### src/design/chan_pkg.sv
package chan_pkg;
   // ----------------------------------------
   // Register byte addresses
   // ----------------------------------------
   localparam logic [7:0] CSC_OFFS = 8'h00;
   localparam logic [7:0] VH_OFFS = 8'h04;
   localparam logic [7:0] VL_OFFS = 8'h08;
   localparam logic [7:0] CTRL_OFFS = 8'h0C;
   localparam logic [7:0] STAT_OFFS = 8'h10;
   // ----------------------------------------
   // Field positions
   // ----------------------------------------
   localparam int MS_HI_BIT = 5;
   localparam int MS_LO_BIT = 4;
   localparam int EL_HI_BIT = 3;
   localparam int EL_LO_BIT = 2;
   localparam int WPD_BIT = 0;
   localparam int FEN_BIT = 1;
   localparam int CPWM_BIT = 2;
   localparam int PAIR_BIT = 3;
   // ----------------------------------------
   // Reset values
   // ----------------------------------------
   localparam logic [3:0] CTRL_RESET = 4'h1;
   localparam logic [1:0] MODE_RESET = 2'h0;
   localparam logic [1:0] EDGE_RESET = 2'h0;
   localparam logic [15:0] VALUE_RESET = 16'h0000;
   // ----------------------------------------
   // Codes
   // ----------------------------------------
   localparam logic [1:0] RESP_OKAY = 2'h0;
   localparam logic [1:0] RESP_SLVERR = 2'h2;
   localparam logic [1:0] EL_OFF = 2'h0;
   localparam logic [1:0] EL_HIGH_TRUE = 2'h2;
   localparam logic [1:0] MS_CAPTURE = 2'h0;
   localparam logic [1:0] MS_COMPARE = 2'h1;
   typedef enum logic [1:0]
   {
      OC_TOGGLE = 2'b01,
      OC_CLEAR = 2'b10,
      OC_SET = 2'b11
   } oc_action_e;
endpackage

### src/design/chan_capture_compare.sv
`timescale 1ns/100ps
module chan_capture_compare
   import chan_pkg::*;
(
   input wire logic clk,
   input wire logic reset,
   input wire logic [7:0] s_axi_awaddr,
   input wire logic s_axi_awvalid,
   output logic s_axi_awready,
   input wire logic [31:0] s_axi_wdata,
   input wire logic [3:0] s_axi_wstrb,
   input wire logic s_axi_wvalid,
   output logic s_axi_wready,
   output logic [1:0] s_axi_bresp,
   output logic s_axi_bvalid,
   input wire logic s_axi_bready,
   input wire logic [7:0] s_axi_araddr,
   input wire logic s_axi_arvalid,
   output logic s_axi_arready,
   output logic [31:0] s_axi_rdata,
   output logic [1:0] s_axi_rresp,
   output logic s_axi_rvalid,
   input wire logic s_axi_rready,
   input wire logic [15:0] counter,
   input wire logic counter_up,
   input wire logic period_start,
   input wire logic partner_match,
   input wire logic load_update,
   input wire logic debug_halt,
   input wire logic chan_pin_in,
   output logic chan_pin_out,
   output logic chan_pin_oe,
   output logic chan_event
);
   logic awready_q, awready_d, wready_q, wready_d;
   logic aw_have_q, aw_have_d, w_have_q, w_have_d;
   logic [7:0] aw_addr_q, aw_addr_d;
   logic [7:0] wdata_q, wdata_d;
   logic wlane_q, wlane_d;
   logic bvalid_q, bvalid_d;
   logic [1:0] bresp_q, bresp_d;
   logic arready_q, arready_d, rvalid_q, rvalid_d;
   logic [31:0] rdata_q, rdata_d;
   logic [1:0] rresp_q, rresp_d;
   logic [3:0] ctrl_q, ctrl_d;
   logic [1:0] mode_q, mode_d;
   logic [1:0] edge_q, edge_d;
   logic [15:0] value_q, value_d;
   logic [15:0] rbuf_q, rbuf_d;
   logic rd_latched_q, rd_latched_d, rd_hi_q, rd_hi_d;
   logic [15:0] wbuf_q, wbuf_d;
   logic hi_seen_q, hi_seen_d, lo_seen_q, lo_seen_d;
   logic pending_q, pending_d;
   logic out_q, out_d, oe_q, oe_d, event_q, event_d;
   logic pin_rise, pin_fall;
   logic capture_mode, match, do_write;

   // ----------------------------------------
   // Pin synchroniser
   // ----------------------------------------
   pin_edge_sync u_sync
   (
      .clk(clk),
      .reset(reset),
      .pin(chan_pin_in),
      .rise(pin_rise),
      .fall(pin_fall)
   );

   // ----------------------------------------
   // Helpers
   // ----------------------------------------
   function automatic logic is_capture(input logic [3:0] c,
                                       input logic [1:0] m);
      is_capture = !c[PAIR_BIT] && !c[CPWM_BIT] && (m == MS_CAPTURE);
   endfunction

   function automatic logic [15:0] put_byte(input logic [15:0] v,
                                            input logic hi,
                                            input logic [7:0] b);
      put_byte = hi ? {b, v[7:0]} : {v[15:8], b};
   endfunction

   assign capture_mode = is_capture(ctrl_q, mode_q);
   assign match = (counter == value_q);
   assign do_write = aw_have_q && w_have_q && !bvalid_q;

   // ----------------------------------------
   // Next state
   // ----------------------------------------
   always_comb
   begin
      aw_have_d = aw_have_q;
      w_have_d = w_have_q;
      aw_addr_d = aw_addr_q;
      wdata_d = wdata_q;
      wlane_d = wlane_q;
      bvalid_d = bvalid_q;
      bresp_d = bresp_q;
      arready_d = arready_q;
      rvalid_d = rvalid_q;
      rdata_d = rdata_q;
      rresp_d = rresp_q;
      ctrl_d = ctrl_q;
      mode_d = mode_q;
      edge_d = edge_q;
      value_d = value_q;
      rbuf_d = rbuf_q;
      rd_latched_d = rd_latched_q;
      rd_hi_d = rd_hi_q;
      wbuf_d = wbuf_q;
      hi_seen_d = hi_seen_q;
      lo_seen_d = lo_seen_q;
      pending_d = pending_q;
      out_d = out_q;
      event_d = 1'b0;
      oe_d = (edge_q != EL_OFF);

      // Buffered load of a completed pair
      if (pending_q && load_update && !debug_halt)
      begin
         value_d = wbuf_q;
         pending_d = 1'b0;
      end

      // Channel behaviour
      if (ctrl_q[PAIR_BIT])
      begin
         if (match)
         begin
            event_d = 1'b1;
            out_d = (edge_q == EL_HIGH_TRUE);
         end
         else if (partner_match)
         begin
            out_d = (edge_q != EL_HIGH_TRUE);
         end
      end
      else if (ctrl_q[CPWM_BIT])
      begin
         if (match)
         begin
            event_d = 1'b1;
            if (edge_q == EL_HIGH_TRUE)
            begin
               out_d = !counter_up;
            end
            else
            begin
               out_d = counter_up;
            end
         end
      end
      else if (mode_q == MS_CAPTURE)
      begin
         if ((edge_q[0] && pin_rise) || (edge_q[1] && pin_fall))
         begin
            value_d = counter;
            event_d = 1'b1;
         end
      end
      else if (mode_q == MS_COMPARE)
      begin
         if (match)
         begin
            event_d = 1'b1;
            case (edge_q)
               OC_TOGGLE: out_d = !out_q;
               OC_CLEAR: out_d = 1'b0;
               OC_SET: out_d = 1'b1;
               default: out_d = out_q;
            endcase
         end
      end
      else
      begin
         if (match)
         begin
            event_d = 1'b1;
            out_d = (edge_q != EL_HIGH_TRUE);
         end
         else if (period_start)
         begin
            out_d = (edge_q == EL_HIGH_TRUE);
         end
      end

      // Write channels
      if (s_axi_awvalid && awready_q)
      begin
         aw_have_d = 1'b1;
         aw_addr_d = s_axi_awaddr;
      end
      if (s_axi_wvalid && wready_q)
      begin
         w_have_d = 1'b1;
         wdata_d = s_axi_wdata[7:0];
         wlane_d = s_axi_wstrb[0];
      end
      if (bvalid_q && s_axi_bready)
      begin
         bvalid_d = 1'b0;
      end
      if (do_write)
      begin
         aw_have_d = 1'b0;
         w_have_d = 1'b0;
         bvalid_d = 1'b1;
         bresp_d = RESP_OKAY;
         if (aw_addr_q == CSC_OFFS)
         begin
            if (wlane_q && ctrl_q[WPD_BIT])
            begin
               mode_d = wdata_q[MS_HI_BIT:MS_LO_BIT];
               edge_d = wdata_q[EL_HI_BIT:EL_LO_BIT];
            end
            rd_latched_d = 1'b0;
            if (!ctrl_q[FEN_BIT])
            begin
               hi_seen_d = 1'b0;
               lo_seen_d = 1'b0;
            end
         end
         else if ((aw_addr_q == VH_OFFS) || (aw_addr_q == VL_OFFS))
         begin
            if (!wlane_q || capture_mode)
            begin
               bresp_d = RESP_OKAY;
            end
            else if (debug_halt)
            begin
               value_d = put_byte(value_d, aw_addr_q == VH_OFFS,
                                  wdata_q);
            end
            else
            begin
               wbuf_d = put_byte(wbuf_q, aw_addr_q == VH_OFFS,
                                 wdata_q);
               if (aw_addr_q == VH_OFFS)
               begin
                  hi_seen_d = 1'b1;
               end
               else
               begin
                  lo_seen_d = 1'b1;
               end
               if (hi_seen_d && lo_seen_d)
               begin
                  pending_d = 1'b1;
                  hi_seen_d = 1'b0;
                  lo_seen_d = 1'b0;
               end
            end
         end
         else if (aw_addr_q == CTRL_OFFS)
         begin
            if (wlane_q)
            begin
               ctrl_d = wdata_q[3:0];
            end
         end
         else if (aw_addr_q != STAT_OFFS)
         begin
            bresp_d = RESP_SLVERR;
         end
      end

      // Read channels
      if (rvalid_q && s_axi_rready)
      begin
         rvalid_d = 1'b0;
         arready_d = 1'b1;
      end
      if (s_axi_arvalid && arready_q)
      begin
         arready_d = 1'b0;
         rvalid_d = 1'b1;
         rresp_d = RESP_OKAY;
         rdata_d = 32'h0000_0000;
         if (s_axi_araddr == CSC_OFFS)
         begin
            rdata_d[MS_HI_BIT:MS_LO_BIT] = mode_q;
            rdata_d[EL_HI_BIT:EL_LO_BIT] = edge_q;
         end
         else if ((s_axi_araddr == VH_OFFS) || (s_axi_araddr == VL_OFFS))
         begin
            if (!capture_mode || debug_halt)
            begin
               rdata_d[15:0] = value_q;
            end
            else if (rd_latched_q)
            begin
               rdata_d[15:0] = rbuf_q;
               if (rd_hi_q != (s_axi_araddr == VH_OFFS))
               begin
                  rd_latched_d = 1'b0;
               end
            end
            else
            begin
               rdata_d[15:0] = value_q;
               rbuf_d = value_q;
               rd_latched_d = 1'b1;
               rd_hi_d = (s_axi_araddr == VH_OFFS);
            end
            if (s_axi_araddr == VH_OFFS)
            begin
               rdata_d[15:0] = {8'h00, rdata_d[15:8]};
            end
            else
            begin
               rdata_d[15:8] = 8'h00;
            end
         end
         else if (s_axi_araddr == CTRL_OFFS)
         begin
            rdata_d[3:0] = ctrl_q;
         end
         else if (s_axi_araddr == STAT_OFFS)
         begin
            rdata_d[4:0] = {lo_seen_q, hi_seen_q, pending_q,
                            rd_latched_q, out_q};
         end
         else
         begin
            rresp_d = RESP_SLVERR;
         end
      end

      awready_d = !aw_have_d && !bvalid_d;
      wready_d = !w_have_d && !bvalid_d;
      arready_d = !rvalid_d;
   end

   // ----------------------------------------
   // Registers
   // ----------------------------------------
   always_ff @(posedge clk or posedge reset)
   begin
      if (reset)
      begin
         awready_q <= 1'b0;
         wready_q <= 1'b0;
         aw_have_q <= 1'b0;
         w_have_q <= 1'b0;
         aw_addr_q <= 8'h00;
         wdata_q <= 8'h00;
         wlane_q <= 1'b0;
         bvalid_q <= 1'b0;
         bresp_q <= RESP_OKAY;
         arready_q <= 1'b0;
         rvalid_q <= 1'b0;
         rdata_q <= 32'h0000_0000;
         rresp_q <= RESP_OKAY;
         ctrl_q <= CTRL_RESET;
         mode_q <= MODE_RESET;
         edge_q <= EDGE_RESET;
         value_q <= VALUE_RESET;
         rbuf_q <= VALUE_RESET;
         rd_latched_q <= 1'b0;
         rd_hi_q <= 1'b0;
         wbuf_q <= VALUE_RESET;
         hi_seen_q <= 1'b0;
         lo_seen_q <= 1'b0;
         pending_q <= 1'b0;
         out_q <= 1'b0;
         oe_q <= 1'b0;
         event_q <= 1'b0;
      end
      else
      begin
         awready_q <= awready_d;
         wready_q <= wready_d;
         aw_have_q <= aw_have_d;
         w_have_q <= w_have_d;
         aw_addr_q <= aw_addr_d;
         wdata_q <= wdata_d;
         wlane_q <= wlane_d;
         bvalid_q <= bvalid_d;
         bresp_q <= bresp_d;
         arready_q <= arready_d;
         rvalid_q <= rvalid_d;
         rdata_q <= rdata_d;
         rresp_q <= rresp_d;
         ctrl_q <= ctrl_d;
         mode_q <= mode_d;
         edge_q <= edge_d;
         value_q <= value_d;
         rbuf_q <= rbuf_d;
         rd_latched_q <= rd_latched_d;
         rd_hi_q <= rd_hi_d;
         wbuf_q <= wbuf_d;
         hi_seen_q <= hi_seen_d;
         lo_seen_q <= lo_seen_d;
         pending_q <= pending_d;
         out_q <= out_d;
         oe_q <= oe_d;
         event_q <= event_d;
      end
   end

   assign s_axi_awready = awready_q;
   assign s_axi_wready = wready_q;
   assign s_axi_bvalid = bvalid_q;
   assign s_axi_bresp = bresp_q;
   assign s_axi_arready = arready_q;
   assign s_axi_rvalid = rvalid_q;
   assign s_axi_rdata = rdata_q;
   assign s_axi_rresp = rresp_q;
   assign chan_pin_out = out_q;
   assign chan_pin_oe = oe_q;
   assign chan_event = event_q;
endmodule

### src/design/pin_edge_sync.sv
`timescale 1ns/100ps
module pin_edge_sync
   import chan_pkg::*;
(
   input wire logic clk,
   input wire logic reset,
   input wire logic pin,
   output logic rise,
   output logic fall
);
   logic meta_q, meta_d;
   logic sync_q, sync_d;
   logic prev_q, prev_d;

   // ----------------------------------------
   // Two-stage synchroniser and edge detect
   // ----------------------------------------
   always_comb
   begin
      meta_d = pin;
      sync_d = meta_q;
      prev_d = sync_q;
   end

   always_ff @(posedge clk or posedge reset)
   begin
      if (reset)
      begin
         meta_q <= 1'b0;
         sync_q <= 1'b0;
         prev_q <= 1'b0;
      end
      else
      begin
         meta_q <= meta_d;
         sync_q <= sync_d;
         prev_q <= prev_d;
      end
   end

   // One-cycle pulse on each change of the synchronised input
   assign rise = sync_q & ~prev_q;
   assign fall = ~sync_q & prev_q;
endmodule

### config.mk
export PLATFORM = sky130hd
export DESIGN_NAME = chan_capture_compare
export DESIGN_NICKNAME = d
export VERILOG_FILES = /design/src/design/chan_pkg.sv /design/src/design/chan_capture_compare.sv /design/src/design/pin_edge_sync.sv
export SDC_FILE = /design/constraint.sdc
export NUM_CORES = 1
export LEC_CHECK = 0
export BUFFER_PORTS_ARGS = -buffer_cell sky130_fd_sc_hd__buf_2
export CORE_UTILIZATION = 45
export DETAILED_ROUTE_END_ITERATION = 10
export GPL_ROUTABILITY_DRIVEN = 0
export HOLD_SLACK_MARGIN = 0.06
export PLACE_DENSITY_LB_ADDON = 0.1
export SLEW_MARGIN = 20
export SYNTH_ARGS = -nofsm -noshare
export SYNTH_HDL_FRONTEND = slang
export SYNTH_SLANG_ARGS = --single-unit
### constraint.sdc
create_clock -name clk -period 3.5 [get_ports clk]
set_input_delay 0.525 -clock clk [delete_from_list [all_inputs] [get_ports clk]]
set_output_delay 0.525 -clock clk [all_outputs]
set_load 0.02 [all_outputs]
==> impl_metrics.ini, run 1 <==
[pwr]
power.density_nw_per_um2 = 523
ir_drop_mv = 0.329
leakagePower_nw = 3.01
total_power_mw = 3.05

[drt]
via_count = 3405
ant_nets = 0
firstDrtPassIters = 4
wl_per_cell_um = 16.8
first_iter_violations = 109
wirelength_mm = 11.0
drc_errors = 0
via_per_inst = 5.22

[global_route]
grt_pass1_vias = 3339
grt_max_degree = 57
track_usage_pct = 20.1
grt_antenna_before_repair = 0
grt_pass1_wl_mm = 17.3
gr-total-overflow = 0

[timing]
min_period_ps = 2350
max_freq_ghz = 0.426
final-setup-viol-count = 0
finalHoldViolations = 0
worstMarginPinSlew_ps = 698
tns_ps = 0
drv_slew = 0
rsz0062_at_grt = no
clock-skew-final_ps = 7.02
timing.final.crit_share_pct = 67.0
slew_headroom_pct = 53.5
setup_ws_ps = 1150

[synth]
synth_cells = 435
synth-async-reset-ratio_pct = 100
ys_ff_latch = 101
synthAdderAreaFrac_pct = 0
synth_top_family_by_area = multiplexers
syn_avg_cell_area_um2 = 11.7
ys_seq_area_share_pct = 49.5
synth-edff-count = 0
synth_xor_area_share_pct = 3.43
yosys.cell_types.count = 48
synthSimpleGateAreaFrac_pct = 10.9
mappedNetlistArea_um2 = 5110
synth_compound_area_share_pct = 7.57
yosys_warnings = 0
ys.flop_type = dfrtp_1
muxShareOfSynthArea_pct = 23.0

[layout]
final_area_um2 = 5830
nNetsFinal = 589
syn_to_final_growth_pct = 14.2
drive_gt1_share_pct = 34.8
nFillCells = 997
finish.utilization_pct = 53.3
antenna_cells = 0

[clock_tree]
cts_sinks = 101
cts_hold_repair.buffers = 0
path_clk_slew_ps = 70
cts.path.max_buffers = 2
insertion_delay_ps = 340
htree_levels = 3
cts_tree = built
root_buffer = clkbuf_16
postCtsSetupBuffers = 0
cts_buffers = 9
cts-resized-gates = 0

[worst_setup_path]
crit_fanout = 14
ff2ff_setup_slack_ps = 1150
r2r_end = s_axi_rdata[2]$_DFFE_PP0P_
crit_path_start_kind = flop
worstReg2RegStart = ctrl_q[3]$_DFFE_PP0P_
required_ps = 3720
crit_type = reg2reg
slowest_stage = dfrtp_1
cp.buffers_inverters = 0
crit_family = simple AND/OR/NAND/NOR gates
crit_path_end_kind = flop
cp_slowest_stage_delay_ps = 480
r2r_cells = 6
crit_chain = nor4_4 > nand3b_2 > mux2_2 > mux2i_1 > o21ai_0 > a221o_1
critPathArrivalTime_ps = 2570

[run_status]
outcome = finished, final reports clean

[placed_design]
place_area_um2 = 5520
place_ws_ps = 1080
dp_hpwl_mm = 8.13
io_buffers = 71

[die]
fp.dieArea_um2 = 11800
ioPinCount = 125
coreArea_um2 = 10900
rows = 38
die_height_um = 109
fp.dieW_um = 109
initial_core_util_pct = 46.7

[hold_path]
min_path_type = in2async

[run]
cap_violations = 0
-- report_power, final --
group | leakage [nW] | switching, mW | internal, mW | total [mW]
Sequential | 1.34 | 0.180 | 1.32 | 1.50
Clock | 0.152 | 0.413 | 0.641 | 1.05
Combinational | 1.53 | 0.267 | 0.232 | 0.498
Total | 3.01 | 0.860 | 2.19 | 3.05
-- kinds of logic after synthesis --
| group | count (synthesis) |
|---|---|
| multiplexers | 105 |
| flip-flops | 101 |
| AND/OR/NAND/NOR | 101 |
| AO/OA/AOI/OAI | 62 |
| buffers and inverters | 45 |
| XOR/XNOR | 20 |
| other | 1 |
-- how the worst max path moves through the flow --
| stage | startpoint | endpoint | slack [ps] | cells past startpoint |
|---|---|---|---|---|
| floorplan | reset | aw_addr_q[0]$_DFFE_PP0P_ | 330 | 1 |
| global placement | s_axi_araddr[5] | s_axi_rdata[6]$_DFFE_PP0P_ | 1100 | 6 |
| detailed placement | s_axi_araddr[5] | s_axi_rdata[6]$_DFFE_PP0P_ | 1080 | 6 |
| finish | ctrl_q[3]$_DFFE_PP0P_ | s_axi_rdata[2]$_DFFE_PP0P_ | 1150 | 6 |
| global route | ctrl_q[3]$_DFFE_PP0P_ | s_axi_rdata[3]$_DFFE_PP0P_ | 1000 | 6 |
| CTS | ctrl_q[3]$_DFFE_PP0P_ | s_axi_rdata[2]$_DFFE_PP0P_ | 1140 | 6 |
-- placed cells by master (no fill, tap or decap), types with 4 or more instances in the layout --
| cell | n |
|---|---|
| nor3_1 | 6 |
| conb_1 | 26 |
| nor4_1 | 5 |
| buf_2 | 71 |
| nor2_1 | 19 |
| a22o_1 | 4 |
| clkbuf_16 | 9 |
| o21ai_0 | 31 |
| mux2i_1 | 26 |
| nand3_1 | 5 |
| nor2b_1 | 7 |
| mux2_2 | 77 |
| a21oi_1 | 8 |
| buf_4 | 5 |
| dfrtp_1 | 100 |
| and3_1 | 4 |
| nand3b_1 | 5 |
| inv_1 | 5 |
| nand2_1 | 32 |
| a211o_1 | 4 |
| xor2_1 | 19 |
-- metal layers --
| metal | wire length [um] | part of all wire, % | track usage (%) |
|---|---|---|---|
| met1 | 5140 | 47 | 27.2 |
| met2 | 5260 | 48 | 32.2 |
| met3 | 430 | 3.9 | 3.50 |
| met4 | 141 | 1.3 | 7.34 |
| met5 | 0 | 0 | 0 |
-- Yosys cell counts (all sizes together) (9+ instances only) --
library cell	number	area [um^2]
o21ai	31	155
mux2	77	867
nor2	19	71.3
mux2i	26	260
a21oi	9	45.0
buf	32	230
nand2	32	120
dfrtp	100	2500
xor2	19	166
-- state kept, by name (all words and copies together), names as in the netlist, 2 cells and up --
| signal | cells |
|---|---|
| value_q | 16 |
| ctrl_q | 4 |
| rbuf_q | 16 |
| mode_q | 2 |
| s_axi_rdata | 8 |
| wbuf_q | 16 |
| wdata_q | 8 |
| edge_q | 2 |
| aw_addr_q | 8 |
-- metrics by stage --
stage	hold WS [ps]	instances
floorplan	331	460
global placement	334	637
detailed placement	336	637
CTS	282	652
global route	274	652
finish	290	652
-- worst reg2reg max path, stage by stage, from the launching register on --
cell and delay (ps):
dfrtp_1 480, nor4_4 410, nand3b_2 430, mux2_2 440, mux2i_1 130, o21ai_0 90
a221o_1 250
-- area by class of cell --
cell class	instances	area, um^2	area share [%]
clock buffers	11	243	4.16
clock inverters	4	72.6	1.24
inverters	6	25.0	0.429
multi-input cells	314	2400	41.1
flip-flops and latches	101	2530	43.4
well taps	140	175	3.00
repair buffers	76	393	6.74
(Power assumes the default switching activity.)
==> run 2, diff against run 1 <==
clock period = 2.1 ns   (was 3.5 ns; I/O delays follow)
==> run 2 against run 1 <==
Compared with the run above: register-to-register slack lost 1100 ps; clock-buffer cell count unchanged; clock power grew 69%; first-iteration DRC count up 28%; clock skew grew 3.9 ps; cell area grew 4.5%; sequential cell count stayed put; non-clock buffer count is 28 higher; final cell count rose by 4.4%; worst hold slack got worse by 210 ps.
==> impl_metrics.ini, run 2 (synthesized netlist as in run 1, its figures left out) <==
[clock_tree]
path_clk_slew_ps = 70
root_buffer = clkbuf_16
cts_sinks = 101
cts_tree = built
cts.path.max_buffers = 2
insertion_delay_ps = 340
htree_levels = 3
postCtsSetupBuffers = 0
cts_buffers = 9

[layout]
nNetsFinal = 617
drive_gt1_share_pct = 37.9
antenna_cells = 0
largestRegisters = rbuf_q: 16 flops, value_q: 16 flops, wbuf_q: 16 flops
final_cell_mix = dfrtp_1 (100), mux2_2 (77), buf_2 (71)
finish.utilization_pct = 55.7
nFillCells = 984
layout_commonest_cell = dfrtp_1
syn_to_final_growth_pct = 19.3

[drt]
via_count = 3582
wirelength_mm = 11.4
via_per_inst = 5.26
first_iter_violations = 139
wl_per_cell_um = 16.7
ant_nets = 0
drc_errors = 0
firstDrtPassIters = 4

[worst_setup_path]
crit_cells = 7
required_ps = 2320
worstReg2RegStart = ctrl_q[3]$_DFFE_PP0P_
crit_chain = nor4_4 > buf_4 > nor3_1 > buf_4 > nand3_1 > buf_4 > mux2_2
r2r_end = wbuf_q[2]$_DFFE_PP0P_
cp_slowest_stage_delay_ps = 460
crit_fanout = 8
crit_path_start_kind = flop
crit_family = simple AND/OR/NAND/NOR gates
crit_path_end_kind = flop
ff2ff_setup_slack_ps = 70
path_common_cell = buf_4
critPathArrivalTime_ps = 2260
cp.buffers_inverters = 3
crit_type = reg2reg
r2r_cells = 7
slowest_stage = dfrtp_1

[timing]
final-setup-viol-count = 0
min_period_ps = 2030
holdWs_ps = 81.7
drv_slew = 0
slew_headroom_pct = 63.0
timing.final.crit_share_pct = 96.9
setup_ws_ps = 65.9
max_freq_ghz = 0.492
clock-skew-final_ps = 10.9
rsz0062_at_grt = yes
worstMarginPinSlew_ps = 554
finalHoldViolations = 0

[hold_path]
worstHoldEndpoint = u_sync.meta_q$_DFF_PP0_
min_path_type = in2reg
worstHoldStart = chan_pin_in
whs_path_depth = 1

[die]
coreArea_um2 = 10900
fp.dieArea_um2 = 11800
fp.dieW_um = 109
rows = 38
die_height_um = 109
initial_core_util_pct = 46.7
ioPinCount = 125

[global_route]
track_usage_pct = 20.6
grt_pass1_wl_mm = 18.0
grt_pass1_vias = 3453
grt_antenna_before_repair = 0
grt_max_degree = 50
gr-total-overflow = 0

[placed_design]
dp_hpwl_mm = 8.45
io_buffers = 71
place_ws_ps = -2.13

[pwr]
power.density_nw_per_um2 = 850
leakagePower_nw = 3.17
ir_drop_mv = 0.481

[run_status]
outcome = finished, final reports clean

[run]
cap_violations = 0
-- run 2: metal layers --
metal	global-route usage (%)	share of wire, %	vias to the layer above
met4	5.79	0.91	0
met1	28.0	47	1769
li1	-	-	1711
met5	0	0	-
met2	34.4	49	94
met3	2.59	3.7	8
-- run 2: final cells by class --
| class | instances | area (um^2) | share of cell area [%] |
|---|---|---|---|
| clock buffer | 11 | 233 | 3.82 |
| inverter | 6 | 26.3 | 0.431 |
| sequential | 101 | 2530 | 41.5 |
| clock inverter | 5 | 82.6 | 1.36 |
| multi-input combinational | 314 | 2400 | 39.5 |
| timing repair buffer | 104 | 643 | 10.6 |
| tap | 140 | 175 | 2.87 |
-- run 2: per-stage QoR --
stage	cell area, um^2	power (mW)	setup TNS (ps)	cells
after detailed placement	5760	3.44	-2.13	664
after global placement	5760	3.42	0	664
after global routing	6090	5.44	-8.25	681
after CTS	6080	5.23	0	681
final	6090	5.18	0	681
after floorplan	5200	3.09	0	460
-- run 2: worst max-delay path by stage --
stage / from / end
finish: ctrl_q[3]$_DFFE_PP0P_ / wbuf_q[2]$_DFFE_PP0P_
global route: ctrl_q[3]$_DFFE_PP0P_ / rbuf_q[4]$_DFFE_PP0P_
CTS: ctrl_q[3]$_DFFE_PP0P_ / s_axi_rdata[7]$_DFFE_PP0P_
detailed placement: s_axi_araddr[5] / s_axi_rdata[6]$_DFFE_PP0P_
global placement: s_axi_araddr[5] / s_axi_rdata[6]$_DFFE_PP0P_
floorplan: s_axi_araddr[5] / s_axi_rdata[6]$_DFFE_PP0P_
-- run 2: report_power, final --
part / total, mW / leakage, nW / internal, mW / switching, mW
sequential: 2.51 / 1.34 / 2.20 / 0.308
combinational: 0.905 / 1.68 / 0.443 / 0.461
clock: 1.77 / 0.154 / 1.05 / 0.717
total: 5.18 / 3.17 / 3.69 / 1.49
-- run 2: what timing repair did --
item | in CTS | in global routing
endpoints found under the hold margin | 21 | 0
endpoints found under the setup margin | 0 | 7
resized for setup | 0 | 1
hold buffers | 1 | 0
